--- src/design/ddc_pkg.sv ---
// Constants, register map and state encoding for the DDR2 pin-level controller
package ddc_pkg;

	// Software register map (byte addresses)
	localparam int          DDC_AW        = 8;
	localparam logic [7:0]  OFS_CTRL      = 8'h00;
	localparam logic [7:0]  OFS_CMD       = 8'h04;
	localparam logic [7:0]  OFS_WDAT0     = 8'h08;
	localparam logic [7:0]  OFS_RDAT0     = 8'h18;
	localparam logic [7:0]  OFS_STAT      = 8'h28;
	localparam logic [7:0]  OFS_SPAN4     = 8'h10;

	// Field positions
	localparam int          CTRL_CKE_BIT  = 0;
	localparam int          CTRL_ODT_BIT  = 1;
	localparam int          CMD_OP_LSB    = 0;
	localparam int          CMD_BA_LSB    = 4;
	localparam int          CMD_ADDR_LSB  = 8;
	localparam int          WD_MASK_LSB   = 16;
	localparam int          ST_BUSY_BIT   = 0;
	localparam int          ST_RDV_BIT    = 1;
	localparam int          ST_DIFF_BIT   = 2;
	localparam int          ST_TMO_BIT    = 3;
	localparam logic [1:0]  RST_CTRL      = 2'h0;

	// Pin command codes {ras_n, cas_n, we_n}
	localparam logic [2:0]  CMD_MRS       = 3'h0;
	localparam logic [2:0]  CMD_REF       = 3'h1;
	localparam logic [2:0]  CMD_PRE       = 3'h2;
	localparam logic [2:0]  CMD_ACT       = 3'h3;
	localparam logic [2:0]  CMD_WR        = 3'h4;
	localparam logic [2:0]  CMD_RD        = 3'h5;
	localparam logic [2:0]  CMD_NOP       = 3'h7;

	// Address layout
	localparam int          ADDR_W        = 13;
	localparam int          COL_W         = 9;
	localparam int          AP_BIT        = 10;
	localparam logic [1:0]  EMR1_BA       = 2'h1;
	localparam int          EMR1_DQSN_BIT = 10;

	// Link clock phases (ck high in phases 0 and 1)
	localparam logic [1:0]  PH_CMD        = 2'h2;
	localparam logic [1:0]  PH_DQS_RISE   = 2'h3;
	localparam logic [1:0]  PH_DQS_FALL   = 2'h1;
	localparam logic [1:0]  PH_LAST       = 2'h3;

	// Burst and timing
	localparam int          BURST_LEN     = 4;
	localparam logic [1:0]  BEAT_LAST     = 2'h3;
	localparam logic [2:0]  EDGES_PER_RD  = 3'h4;
	localparam int          WL_CK         = 2;
	localparam int          RD_TMO_CYC    = 64;

	typedef enum logic [4:0] {
		ST_IDLE   = 5'h01,
		ST_ISSUE  = 5'h02,
		ST_WLAT   = 5'h04,
		ST_WBURST = 5'h08,
		ST_RWAIT  = 5'h10
	} ddc_state_e;

endpackage

--- src/design/ddc_sync.sv ---
// Two-flop synchroniser for pin inputs
`timescale 1ns/100ps
module ddc_sync #(
	parameter int W = 1
) (
	// Clock and reset
	input  wire logic         clk,
	input  wire logic         resetn,
	// Data
	input  wire logic [W-1:0] d,
	output logic      [W-1:0] q
);
	logic [W-1:0] meta_q;

	always_ff @(posedge clk or negedge resetn) begin
		if (!resetn) begin
			meta_q <= '0;
			q      <= '0;
		end else begin
			meta_q <= d;
			q      <= meta_q;
		end
	end
endmodule // ddc_sync

--- src/design/ddc_clkgen.sv ---
// Divide-by-four link clock generator with phase count
`timescale 1ns/100ps
module ddc_clkgen
	import ddc_pkg::*;
(
	// Clock and reset
	input  wire logic       clk,
	input  wire logic       resetn,
	// Link clock
	output logic      [1:0] ph,
	output logic            ck,
	output logic            ck_n
);
	logic [1:0] ph_d;

	assign ph_d = ph + 2'h1;

	// Ck is high in phases 0 and 1, so it always matches ph
	always_ff @(posedge clk or negedge resetn) begin
		if (!resetn) begin
			ph   <= 2'h0;
			ck   <= 1'b1;
			ck_n <= 1'b0;
		end else begin
			ph   <= ph_d;
			ck   <= ~ph_d[1];
			ck_n <= ph_d[1];
		end
	end
endmodule // ddc_clkgen

--- src/design/ddc_ctrl.sv ---
// DDR2 pin-level controller: command issue, write bursts, read capture
//
// Function
// - Command is the chip select plus row, column, write strobes at one edge.
// - Masks are launched per beat on both strobe edges like write data.
// - Bank inputs pick the bank for activate, read, write, single precharge.
// - Bank inputs pick base or extended mode register on a mode set.
// - Address carries row on activate, column plus auto-precharge on access.
// - Single-bank precharge takes its bank from the bank inputs.
// - Address carries the operation code on a mode register set.
// - Device drives strobe with read data, controller with write data.
// - Read strobe edges align with data; write edges sit mid-beat.
// - Lower strobe times the low data byte.
// - Upper strobe times the high data byte.
// - Controller holds clock enable high throughout every read and write.
// - Nine low address bits give the burst start column.
//
// Our own choices: the address-and-strobe port and the register addresses.
`timescale 1ns/100ps
module ddc_ctrl
	import ddc_pkg::*;
#(
	parameter int WL         = WL_CK,
	parameter int RD_TIMEOUT = RD_TMO_CYC
) (
	// Clock and reset
	input  wire logic              clk,
	input  wire logic              resetn,
	// Software register port
	input  wire logic [DDC_AW-1:0] reg_addr,
	input  wire logic [31:0]       reg_wdata,
	input  wire logic              reg_we,
	input  wire logic              reg_re,
	output logic      [31:0]       reg_rdata,
	// Device clock and control
	output logic                   ddr_ck,
	output logic                   ddr_ck_n,
	output logic                   ddr_cke,
	output logic                   ddr_cs_n,
	output logic                   ddr_ras_n,
	output logic                   ddr_cas_n,
	output logic                   ddr_we_n,
	output logic      [1:0]        ddr_ba,
	output logic      [ADDR_W-1:0] ddr_a,
	output logic                   ddr_odt,
	output logic      [1:0]        ddr_dm,
	// Device data bus
	output logic      [15:0]       ddr_dq_o,
	output logic                   ddr_dq_oe,
	input  wire logic [15:0]       ddr_dq_i,
	// Device strobes, lane 0 low byte, lane 1 high byte
	output logic      [1:0]        ddr_dqs_o,
	output logic                   ddr_dqs_oe,
	input  wire logic [1:0]        ddr_dqs_i,
	output logic      [1:0]        ddr_dqs_n_o,
	output logic                   ddr_dqs_n_oe,
	input  wire logic [1:0]        ddr_dqs_n_i
);
	localparam int TW = $clog2(RD_TIMEOUT + 1);

	////////////////////////////////////////////////////////////////////////////
	// Clocking and input synchronisers

	logic [1:0]  ph;
	logic [15:0] dq_s;
	logic [1:0]  dqs_s;

	ddc_clkgen u_clkgen (
		.clk    (clk),
		.resetn (resetn),
		.ph     (ph),
		.ck     (ddr_ck),
		.ck_n   (ddr_ck_n)
	);

	ddc_sync #(.W(16)) u_sync_dq (
		.clk    (clk),
		.resetn (resetn),
		.d      (ddr_dq_i),
		.q      (dq_s)
	);

	ddc_sync #(.W(2)) u_sync_dqs (
		.clk    (clk),
		.resetn (resetn),
		.d      (ddr_dqs_i),
		.q      (dqs_s)
	);

	////////////////////////////////////////////////////////////////////////////
	// State

	ddc_state_e               state_q;
	ddc_state_e               state_d;
	logic [1:0]               ctrl_q;
	logic [2:0]               op_q;
	logic [1:0]               ba_q;
	logic [ADDR_W-1:0]        addr_q;
	logic [BURST_LEN-1:0][17:0] wd_q;
	logic [3:0]               cnt_q;
	logic [1:0]               bi_q;
	logic [TW-1:0]            tmo_cnt_q;
	logic                     tmo_q;
	logic                     rdv_q;
	logic                     diff_q;
	logic [31:0]              rdata_q;
	logic                     cke_q;
	logic                     odt_q;
	logic                     cs_n_q;
	logic [2:0]               pin_cmd_q;
	logic [1:0]               pin_ba_q;
	logic [ADDR_W-1:0]        pin_a_q;
	logic [15:0]              dq_q;
	logic [1:0]               dm_q;
	logic                     dq_oe_q;
	logic                     dqs_q;
	logic                     dqs_oe_q;

	////////////////////////////////////////////////////////////////////////////
	// Register decode

	wire        st_idle  = (state_q == ST_IDLE);
	wire [7:0]  wd_off   = reg_addr - OFS_WDAT0;
	wire [7:0]  rd_off   = reg_addr - OFS_RDAT0;
	wire        wr_ctrl  = reg_we && (reg_addr == OFS_CTRL);
	// Commands are refused while one is in flight
	wire        wr_cmd   = reg_we && (reg_addr == OFS_CMD) && st_idle;
	wire        wd_hit   = (wd_off < OFS_SPAN4) && (wd_off[1:0] == 2'h0);
	wire        rd_hit   = (rd_off < OFS_SPAN4) && (rd_off[1:0] == 2'h0);
	wire        wr_wd    = reg_we && wd_hit;
	wire [1:0]  wd_idx   = wd_off[3:2];
	wire [1:0]  rd_idx   = rd_off[3:2];
	wire        is_rd    = (op_q == CMD_RD);
	wire        is_wr    = (op_q == CMD_WR);
	// A command waits out one deselected ck after the one before it
	wire        issue    = (state_q == ST_ISSUE) && (ph == PH_CMD) && cs_n_q;
	wire        wl_done  = (state_q == ST_WLAT) && (ph == PH_CMD) && (cnt_q == 4'h1);
	wire        beat_ph  = (state_q == ST_WBURST) && !ph[0];
	wire [1:0]  bi_nx    = bi_q + 2'h1;
	wire [1:0]  lane_done;
	wire [31:0] rd_word;
	wire [31:0] stat_word;
	wire [31:0] rd_mux;

	// Column accesses put auto-precharge on A10 and the column on the low bits
	wire [ADDR_W-1:0] a_col = {2'h0, addr_q[AP_BIT], 1'b0, addr_q[COL_W-1:0]};
	// Row, precharge-all flag and mode opcodes pass through unchanged
	wire [ADDR_W-1:0] a_cmd = (is_rd || is_wr) ? a_col : addr_q;
	wire emr1_wr = issue && (op_q == CMD_MRS) && (ba_q == EMR1_BA);

	assign stat_word = {28'h000_0000, tmo_q, diff_q, rdv_q, !st_idle};
	assign rd_mux    = (reg_addr == OFS_CTRL) ? {30'h0000_0000, ctrl_q} :
	                   (reg_addr == OFS_CMD)  ? {11'h000, addr_q, 2'h0, ba_q, 1'b0, op_q} :
	                   (reg_addr == OFS_STAT) ? stat_word :
	                   wd_hit                 ? {14'h0000, wd_q[wd_idx]} :
	                   rd_hit                 ? rd_word : 32'h0000_0000;

	////////////////////////////////////////////////////////////////////////////
	// Software registers

	always_ff @(posedge clk or negedge resetn) begin
		if (!resetn) begin
			ctrl_q  <= RST_CTRL;
			op_q    <= CMD_NOP;
			ba_q    <= 2'h0;
			addr_q  <= '0;
			wd_q    <= '0;
			rdata_q <= 32'h0000_0000;
		end else begin
			if (wr_ctrl) begin
				ctrl_q <= reg_wdata[1:0];
			end
			if (wr_cmd) begin
				op_q   <= reg_wdata[CMD_OP_LSB +: 3];
				ba_q   <= reg_wdata[CMD_BA_LSB +: 2];
				addr_q <= reg_wdata[CMD_ADDR_LSB +: ADDR_W];
			end
			if (wr_wd) begin
				wd_q[wd_idx] <= reg_wdata[17:0];
			end
			rdata_q <= reg_re ? rd_mux : 32'h0000_0000;
		end
	end

	assign reg_rdata = rdata_q;

	////////////////////////////////////////////////////////////////////////////
	// Sequencer

	always_comb begin
		state_d = state_q;
		unique case (state_q)
			ST_IDLE: begin
				if (wr_cmd) begin
					state_d = ST_ISSUE;
				end
			end
			ST_ISSUE: begin
				if (issue) begin
					state_d = is_wr ? ST_WLAT : (is_rd ? ST_RWAIT : ST_IDLE);
				end
			end
			ST_WLAT: begin
				if (wl_done) begin
					state_d = ST_WBURST;
				end
			end
			ST_WBURST: begin
				if (beat_ph && (bi_q == BEAT_LAST)) begin
					state_d = ST_IDLE;
				end
			end
			ST_RWAIT: begin
				if ((&lane_done) || (tmo_cnt_q == TW'(RD_TIMEOUT))) begin
					state_d = ST_IDLE;
				end
			end
			default: state_d = ST_IDLE;
		endcase
	end

	always_ff @(posedge clk or negedge resetn) begin
		if (!resetn) begin
			state_q <= ST_IDLE;
			cnt_q   <= 4'h0;
		end else begin
			state_q <= state_d;
			if (issue) begin
				cnt_q <= 4'(WL);
			end else if ((state_q == ST_WLAT) && (ph == PH_CMD)) begin
				cnt_q <= cnt_q - 4'h1;
			end
		end
	end

	////////////////////////////////////////////////////////////////////////////
	// Command pins: launched one clk before ck rises, held three clks past it

	always_ff @(posedge clk or negedge resetn) begin
		if (!resetn) begin
			cs_n_q    <= 1'b1;
			pin_cmd_q <= CMD_NOP;
			pin_ba_q  <= 2'h0;
			pin_a_q   <= '0;
			diff_q    <= 1'b0;
			cke_q     <= 1'b0;
			odt_q     <= 1'b0;
		end else begin
			if (issue) begin
				cs_n_q    <= 1'b0;
				pin_cmd_q <= op_q;
				pin_ba_q  <= ba_q;
				pin_a_q   <= a_cmd;
			end else if (ph == PH_CMD) begin
				cs_n_q    <= 1'b1;
				pin_cmd_q <= CMD_NOP;
			end
			// Track the complementary strobe enable the device was given
			if (emr1_wr) begin
				diff_q <= ~addr_q[EMR1_DQSN_BIT];
			end
			cke_q <= ctrl_q[CTRL_CKE_BIT] || wr_cmd || !st_idle;
			odt_q <= ctrl_q[CTRL_ODT_BIT];
		end
	end

	assign ddr_cke   = cke_q;
	assign ddr_odt   = odt_q;
	assign ddr_cs_n  = cs_n_q;
	assign ddr_ras_n = pin_cmd_q[2];
	assign ddr_cas_n = pin_cmd_q[1];
	assign ddr_we_n  = pin_cmd_q[0];
	assign ddr_ba    = pin_ba_q;
	assign ddr_a     = pin_a_q;

	////////////////////////////////////////////////////////////////////////////
	// Write burst: data and mask change on even phases, strobe on odd ones

	always_ff @(posedge clk or negedge resetn) begin
		if (!resetn) begin
			dq_q     <= 16'h0000;
			dm_q     <= 2'h0;
			dq_oe_q  <= 1'b0;
			dqs_q    <= 1'b0;
			dqs_oe_q <= 1'b0;
			bi_q     <= 2'h0;
		end else if (wl_done) begin
			dq_oe_q  <= 1'b1;
			dqs_oe_q <= 1'b1;
			dqs_q    <= 1'b0;
			dq_q     <= wd_q[0][15:0];
			dm_q     <= wd_q[0][WD_MASK_LSB +: 2];
			bi_q     <= 2'h0;
		end else if (state_q == ST_WBURST) begin
			if (ph == PH_DQS_RISE) begin
				dqs_q <= 1'b1;
			end
			if (ph == PH_DQS_FALL) begin
				dqs_q <= 1'b0;
			end
			if (beat_ph && (bi_q == BEAT_LAST)) begin
				dq_oe_q  <= 1'b0;
				dqs_oe_q <= 1'b0;
				dm_q     <= 2'h0;
			end else if (beat_ph) begin
				bi_q <= bi_nx;
				dq_q <= wd_q[bi_nx][15:0];
				dm_q <= wd_q[bi_nx][WD_MASK_LSB +: 2];
			end
		end
	end

	assign ddr_dq_o     = dq_q;
	assign ddr_dq_oe    = dq_oe_q;
	assign ddr_dm       = dm_q;
	assign ddr_dqs_o    = {2{dqs_q}};
	assign ddr_dqs_oe   = dqs_oe_q;
	assign ddr_dqs_n_o  = {2{~dqs_q}};
	// Complement strobes only driven when the device was set differential
	assign ddr_dqs_n_oe = dqs_oe_q && diff_q;

	////////////////////////////////////////////////////////////////////////////
	// Read capture per lane; the complement strobe inputs are not needed here

	genvar ln;
	generate
		for (ln = 0; ln < 2; ln++) begin : lane_g
			logic            s3_q;
			logic            armed_q;
			logic            pend_q;
			logic [2:0]      n_q;
			logic [3:0][7:0] byte_q;
			wire             edge_s = armed_q && (dqs_s[ln] != s3_q);
			wire [2:0]       n_m1   = n_q - 3'h1;

			// Arm only after the preamble low, so an idle-high bus is no edge
			always_ff @(posedge clk or negedge resetn) begin
				if (!resetn) begin
					s3_q    <= 1'b0;
					armed_q <= 1'b0;
					pend_q  <= 1'b0;
					n_q     <= 3'h0;
					byte_q  <= '0;
				end else begin
					s3_q <= dqs_s[ln];
					if (issue && is_rd) begin
						armed_q <= 1'b0;
						pend_q  <= 1'b0;
						n_q     <= 3'h0;
					end else if (state_q == ST_RWAIT) begin
						if (!armed_q && !dqs_s[ln]) begin
							armed_q <= 1'b1;
						end
						pend_q <= edge_s && (n_q < EDGES_PER_RD);
						if (edge_s && (n_q < EDGES_PER_RD)) begin
							n_q <= n_q + 3'h1;
						end
						// Data is edge aligned, so take it one cycle after the edge
						if (pend_q) begin
							byte_q[n_m1[1:0]] <= dq_s[ln*8 +: 8];
						end
					end
				end
			end

			assign lane_done[ln] = (n_q == EDGES_PER_RD) && !pend_q;
		end
	endgenerate

	assign rd_word = {16'h0000, lane_g[1].byte_q[rd_idx], lane_g[0].byte_q[rd_idx]};

	////////////////////////////////////////////////////////////////////////////
	// Read completion and timeout

	always_ff @(posedge clk or negedge resetn) begin
		if (!resetn) begin
			rdv_q     <= 1'b0;
			tmo_q     <= 1'b0;
			tmo_cnt_q <= '0;
		end else begin
			if (wr_cmd) begin
				rdv_q     <= 1'b0;
				tmo_q     <= 1'b0;
				tmo_cnt_q <= '0;
			end else if (state_q == ST_RWAIT) begin
				tmo_cnt_q <= tmo_cnt_q + TW'(1);
				if (&lane_done) begin
					rdv_q <= 1'b1;
				end else if (tmo_cnt_q == TW'(RD_TIMEOUT)) begin
					tmo_q <= 1'b1;
				end
			end
		end
	end

endmodule // ddc_ctrl

--- config.mk ---
export PLATFORM = sky130hd
export DESIGN_NAME = ddc_ctrl
export DESIGN_NICKNAME = d
export VERILOG_FILES = /design/src/design/ddc_pkg.sv /design/src/design/ddc_sync.sv /design/src/design/ddc_clkgen.sv /design/src/design/ddc_ctrl.sv
export SDC_FILE = /design/constraint.sdc
export NUM_CORES = 1
export LEC_CHECK = 0
export BUFFER_PORTS_ARGS = -buffer_cell sky130_fd_sc_hd__buf_4
export CELL_PAD_IN_SITES_DETAIL_PLACEMENT = 2
export CELL_PAD_IN_SITES_GLOBAL_PLACEMENT = 2
export CORE_ASPECT_RATIO = 1.75
export CORE_MARGIN = 2
export CORE_UTILIZATION = 30
export CTS_CLUSTER_DIAMETER = 100
export DETAILED_ROUTE_END_ITERATION = 8
export GPL_ROUTABILITY_DRIVEN = 0
export PLACE_DENSITY_LB_ADDON = 0.1
export REMOVE_ABC_BUFFERS = 1
export SLEW_MARGIN = 40
export SYNTH_ARGS = -nofsm -noshare
export SYNTH_HDL_FRONTEND = slang
export SYNTH_SLANG_ARGS = --single-unit
--- constraint.sdc ---
create_clock -name clk -period 3.94 [get_ports clk]
set_input_delay 0.788 -clock clk [delete_from_list [all_inputs] [get_ports clk]]
set_output_delay 0.788 -clock clk [all_outputs]
set_load 0.02 [all_outputs]
==> out/qor.txt <==
H-tree depth: 1
Port Buf Inserts: 119
Post-CTS Setup Inserts: 0
Ports: 144
Setup Skew: 21.3 ps
Average size of a mapped cell: 14.3 um^2
Synth Instances: 904
Final count of hold timing violations: 0
Design Area, Final: 15700 um^2
Top cell type's share of synthesized area: 0.543
Clock tree buffer depth: 3
Hold Crit Class: input pin to flop
# setup viols final: 0
Cts hold-fix bufs: 1
Synth cell types: 70
WP data arrival: 3380 ps
Avg WL per Cell: 23.6 um
Fmax: 0.342 GHz
Buf/Inv on CP: 3
Post-synthesis sequential element count: 290
Worst-path cell chain: buf_4 > inv_1 > ha_1 > or4b_4 > nor4_4 > buf_4 > nand4_4 > mux2_2
Crit path max-delay family: simple AND/OR/NAND/NOR gates
Total GRT Usage: 0.176
Setup crit end kind: flop
CP startpoint kind: input pin
Post-Syn Area: 12900 um^2
TritonRoute pass-1 iters: 4
Row cnt: 100
PwrDens: 410 nW/um^2
Worst EP required: 4390 ps
LEAKAGE: 7.36 nW
Synthesis Warnings: 0
Most common cell on crit path: buf_4
Placed cell areas: 14700 um^2
CTS tree: built
Drt drc: 0
Post_cts resized: 0
Initial DRC count: 253
EDFF count, synth: 0
Measured slew at the worst slew-check pin: 697 ps
Crit-path max FO: 18
Core Footprint: 42500 um^2
Leading register cell type out of synthesis: dfrtp_1
CP peak stage delay: 480 ps
Total gr overflow: 0
Final HPWL from detailed placement: 27000 um
Final Net Count: 1130
Max_slew headroom: 0.529
Number of global-route vias before repair: 9496
Inserted Diodes: 0
Slowest cell on crit path: nand4_4
CTS clk-pin slew, worst paths: 70 ps
Chip height: 279 um
Final ANT Viol Nets: 0
Total wire length: 38500 um
Global-route wire length before repair: 59800 um
Synth-to-Final Area Change: 21.2%
Worst-Skew Late Latency: 590 ps
Top cells by count, synth: dfrtp_1, mux2_2, mux4_2
Die area: 44900 um^2
Worst IR drop on VDD: 0.252 mV
Final worst path period share: 0.742
Number of vias in the routed layout: 8252
CTS Root Buffer Type: clkbuf_16
Setup TNS: 0 ps
DR vias/cell: 5.06
Max cap viols: 0
Status: finished, final reports clean
Largest area contributor in the netlist: dfrtp_1
Num CTS Buffers: 30
Fraction of layout cells with a size suffix above 1: 0.446
Most common cell in the netlist: dfrtp_1
Ys async rst share: 1.00
Sink Count: 290
Synth top area cells: dfrtp_1, mux2_2, mux4_2
CP Class: input pin to flop
Largest net degree at the start of global routing: 57
Slew Viols, Final: 0
Initial antenna violation count: 0
Sequential share of the synthesized area: 0.562
Initial Util: 0.304
RSZ-0062 raised after global routing: false
Final min period: 2920 ps
Die width: 161 um
[metrics by stage]
| stage | setup slack [ps] | power (mW) | std cells | hold WS (ps) | utilization |
|---|---|---|---|---|---|
| 6_report | 1020 | 6.43 | 1631 | 304 | 0.369 |
| 3_5_place_dp | 394 | 3.60 | 1574 | 338 | 0.345 |
| 3_3_place_gp | 404 | 3.58 | 1572 | 332 | 0.344 |
| 4_1_cts | 1010 | 6.56 | 1631 | 262 | 0.369 |
| 2_1_floorplan | 499 | 3.35 | 851 | 331 | - |
| 5_1_grt | 934 | 6.72 | 1631 | 265 | 0.369 |
[flip-flops by register name, indices dropped and copies added (netlist names), 3 cells and up]
| register | flops |
|---|---|
| state_q | 5 |
| u_sync_dq.meta_q | 16 |
| lane_g.n_q | 6 |
| reg_rdata | 21 |
| ddr_dq_o | 16 |
| wd_q | 72 |
| u_sync_dq.q | 16 |
| lane_g.byte_q | 64 |
| tmo_cnt_q | 7 |
| cnt_q | 4 |
| addr_q | 13 |
| ddr_a | 13 |
| pin_cmd_q | 3 |
| op_q | 3 |
[per-layer routing]
| metal | wire [um] | part of all wire | GRT usage | vias up |
|---|---|---|---|---|
| met3 | 1260 | 0.033 | 0.0218 | 34 |
| met1 | 15000 | 0.39 | 0.206 | 4434 |
| met2 | 21700 | 0.56 | 0.339 | 158 |
| li1 | - | - | - | 3626 |
| met4 | 580 | 0.015 | 0.0403 | 0 |
| met5 | 0 | 0 | 0 | - |
[area by class of cell]
| cell class | instances | area, um^2 |
|---|---|---|
| clock inverters | 14 | 131 |
| fillers | 4336 | 26900 |
| repair buffers | 163 | 1330 |
| well taps | 561 | 702 |
| flip-flops and latches | 290 | 7270 |
| multi-input cells | 537 | 5300 |
| clock buffers | 42 | 866 |
| inverters | 24 | 90.1 |
[final timing paths]
check,cells after the start,endpoint,slack [ps],startpoint
min reg2reg,0,u_sync_dq.q[5],350,u_sync_dq.meta_q[5]
min,1,u_sync_dq.meta_q[5],300,ddr_dq_i[5]
min in group asynchronous,2,reg_rdata[4],610,resetn
max reg2reg,6,lane_g[0].pend_q,1410,u_clkgen.ph[0]
max in group asynchronous,4,op_q[0],2400,resetn
max,8,wd_q[2],1020,reg_addr[3]
[cell usage in the layout, fill, tap and decap left out, types with 7 or more instances in the layout]
cell type | Yosys | layout
dfrtp_1 | 281 | 281
mux2_2 | 169 | 169
buf_4 | 20 | 154
mux4_2 | 52 | 52
nor2_1 | 30 | 30
clkbuf_16 | 0 | 30
nand2_1 | 27 | 27
inv_1 | 24 | 24
nand2b_1 | 23 | 23
ha_1 | 20 | 20
a21oi_1 | 19 | 19
nand4_1 | 19 | 19
nand3_1 | 18 | 18
o221a_2 | 16 | 16
a32oi_1 | 15 | 15
conb_1 | 1 | 11
dfstp_2 | 9 | 9
and2_1 | 8 | 8
o21ai_0 | 8 | 8
clkbuf_8 | 0 | 7
[power breakdown]
group / switching [mW] / internal (mW)
sequential: 0.0764 / 3.07
clock: 1.28 / 1.61
combinational: 0.218 / 0.177
total: 1.57 / 4.85
[kinds of logic (layout without fill, tap and decap cells)]
| kind of cell | Yosys count | in the layout | synth area share |
|---|---|---|---|
| AO/OA/AOI/OAI | 99 | 99 | 0.0602 |
| XOR/XNOR | 11 | 11 | 0.00744 |
| adder cells (fa/ha/maj) | 20 | 20 | 0.0193 |
| buffers and inverters | 87 | 243 | 0.0334 |
| flip-flops | 290 | 290 | 0.562 |
| multiplexers | 224 | 224 | 0.240 |
| other | 1 | 11 | 0.000290 |
| AND/OR/NAND/NOR | 172 | 172 | 0.0779 |
Note: power is estimated with default switching activity, not from simulation.
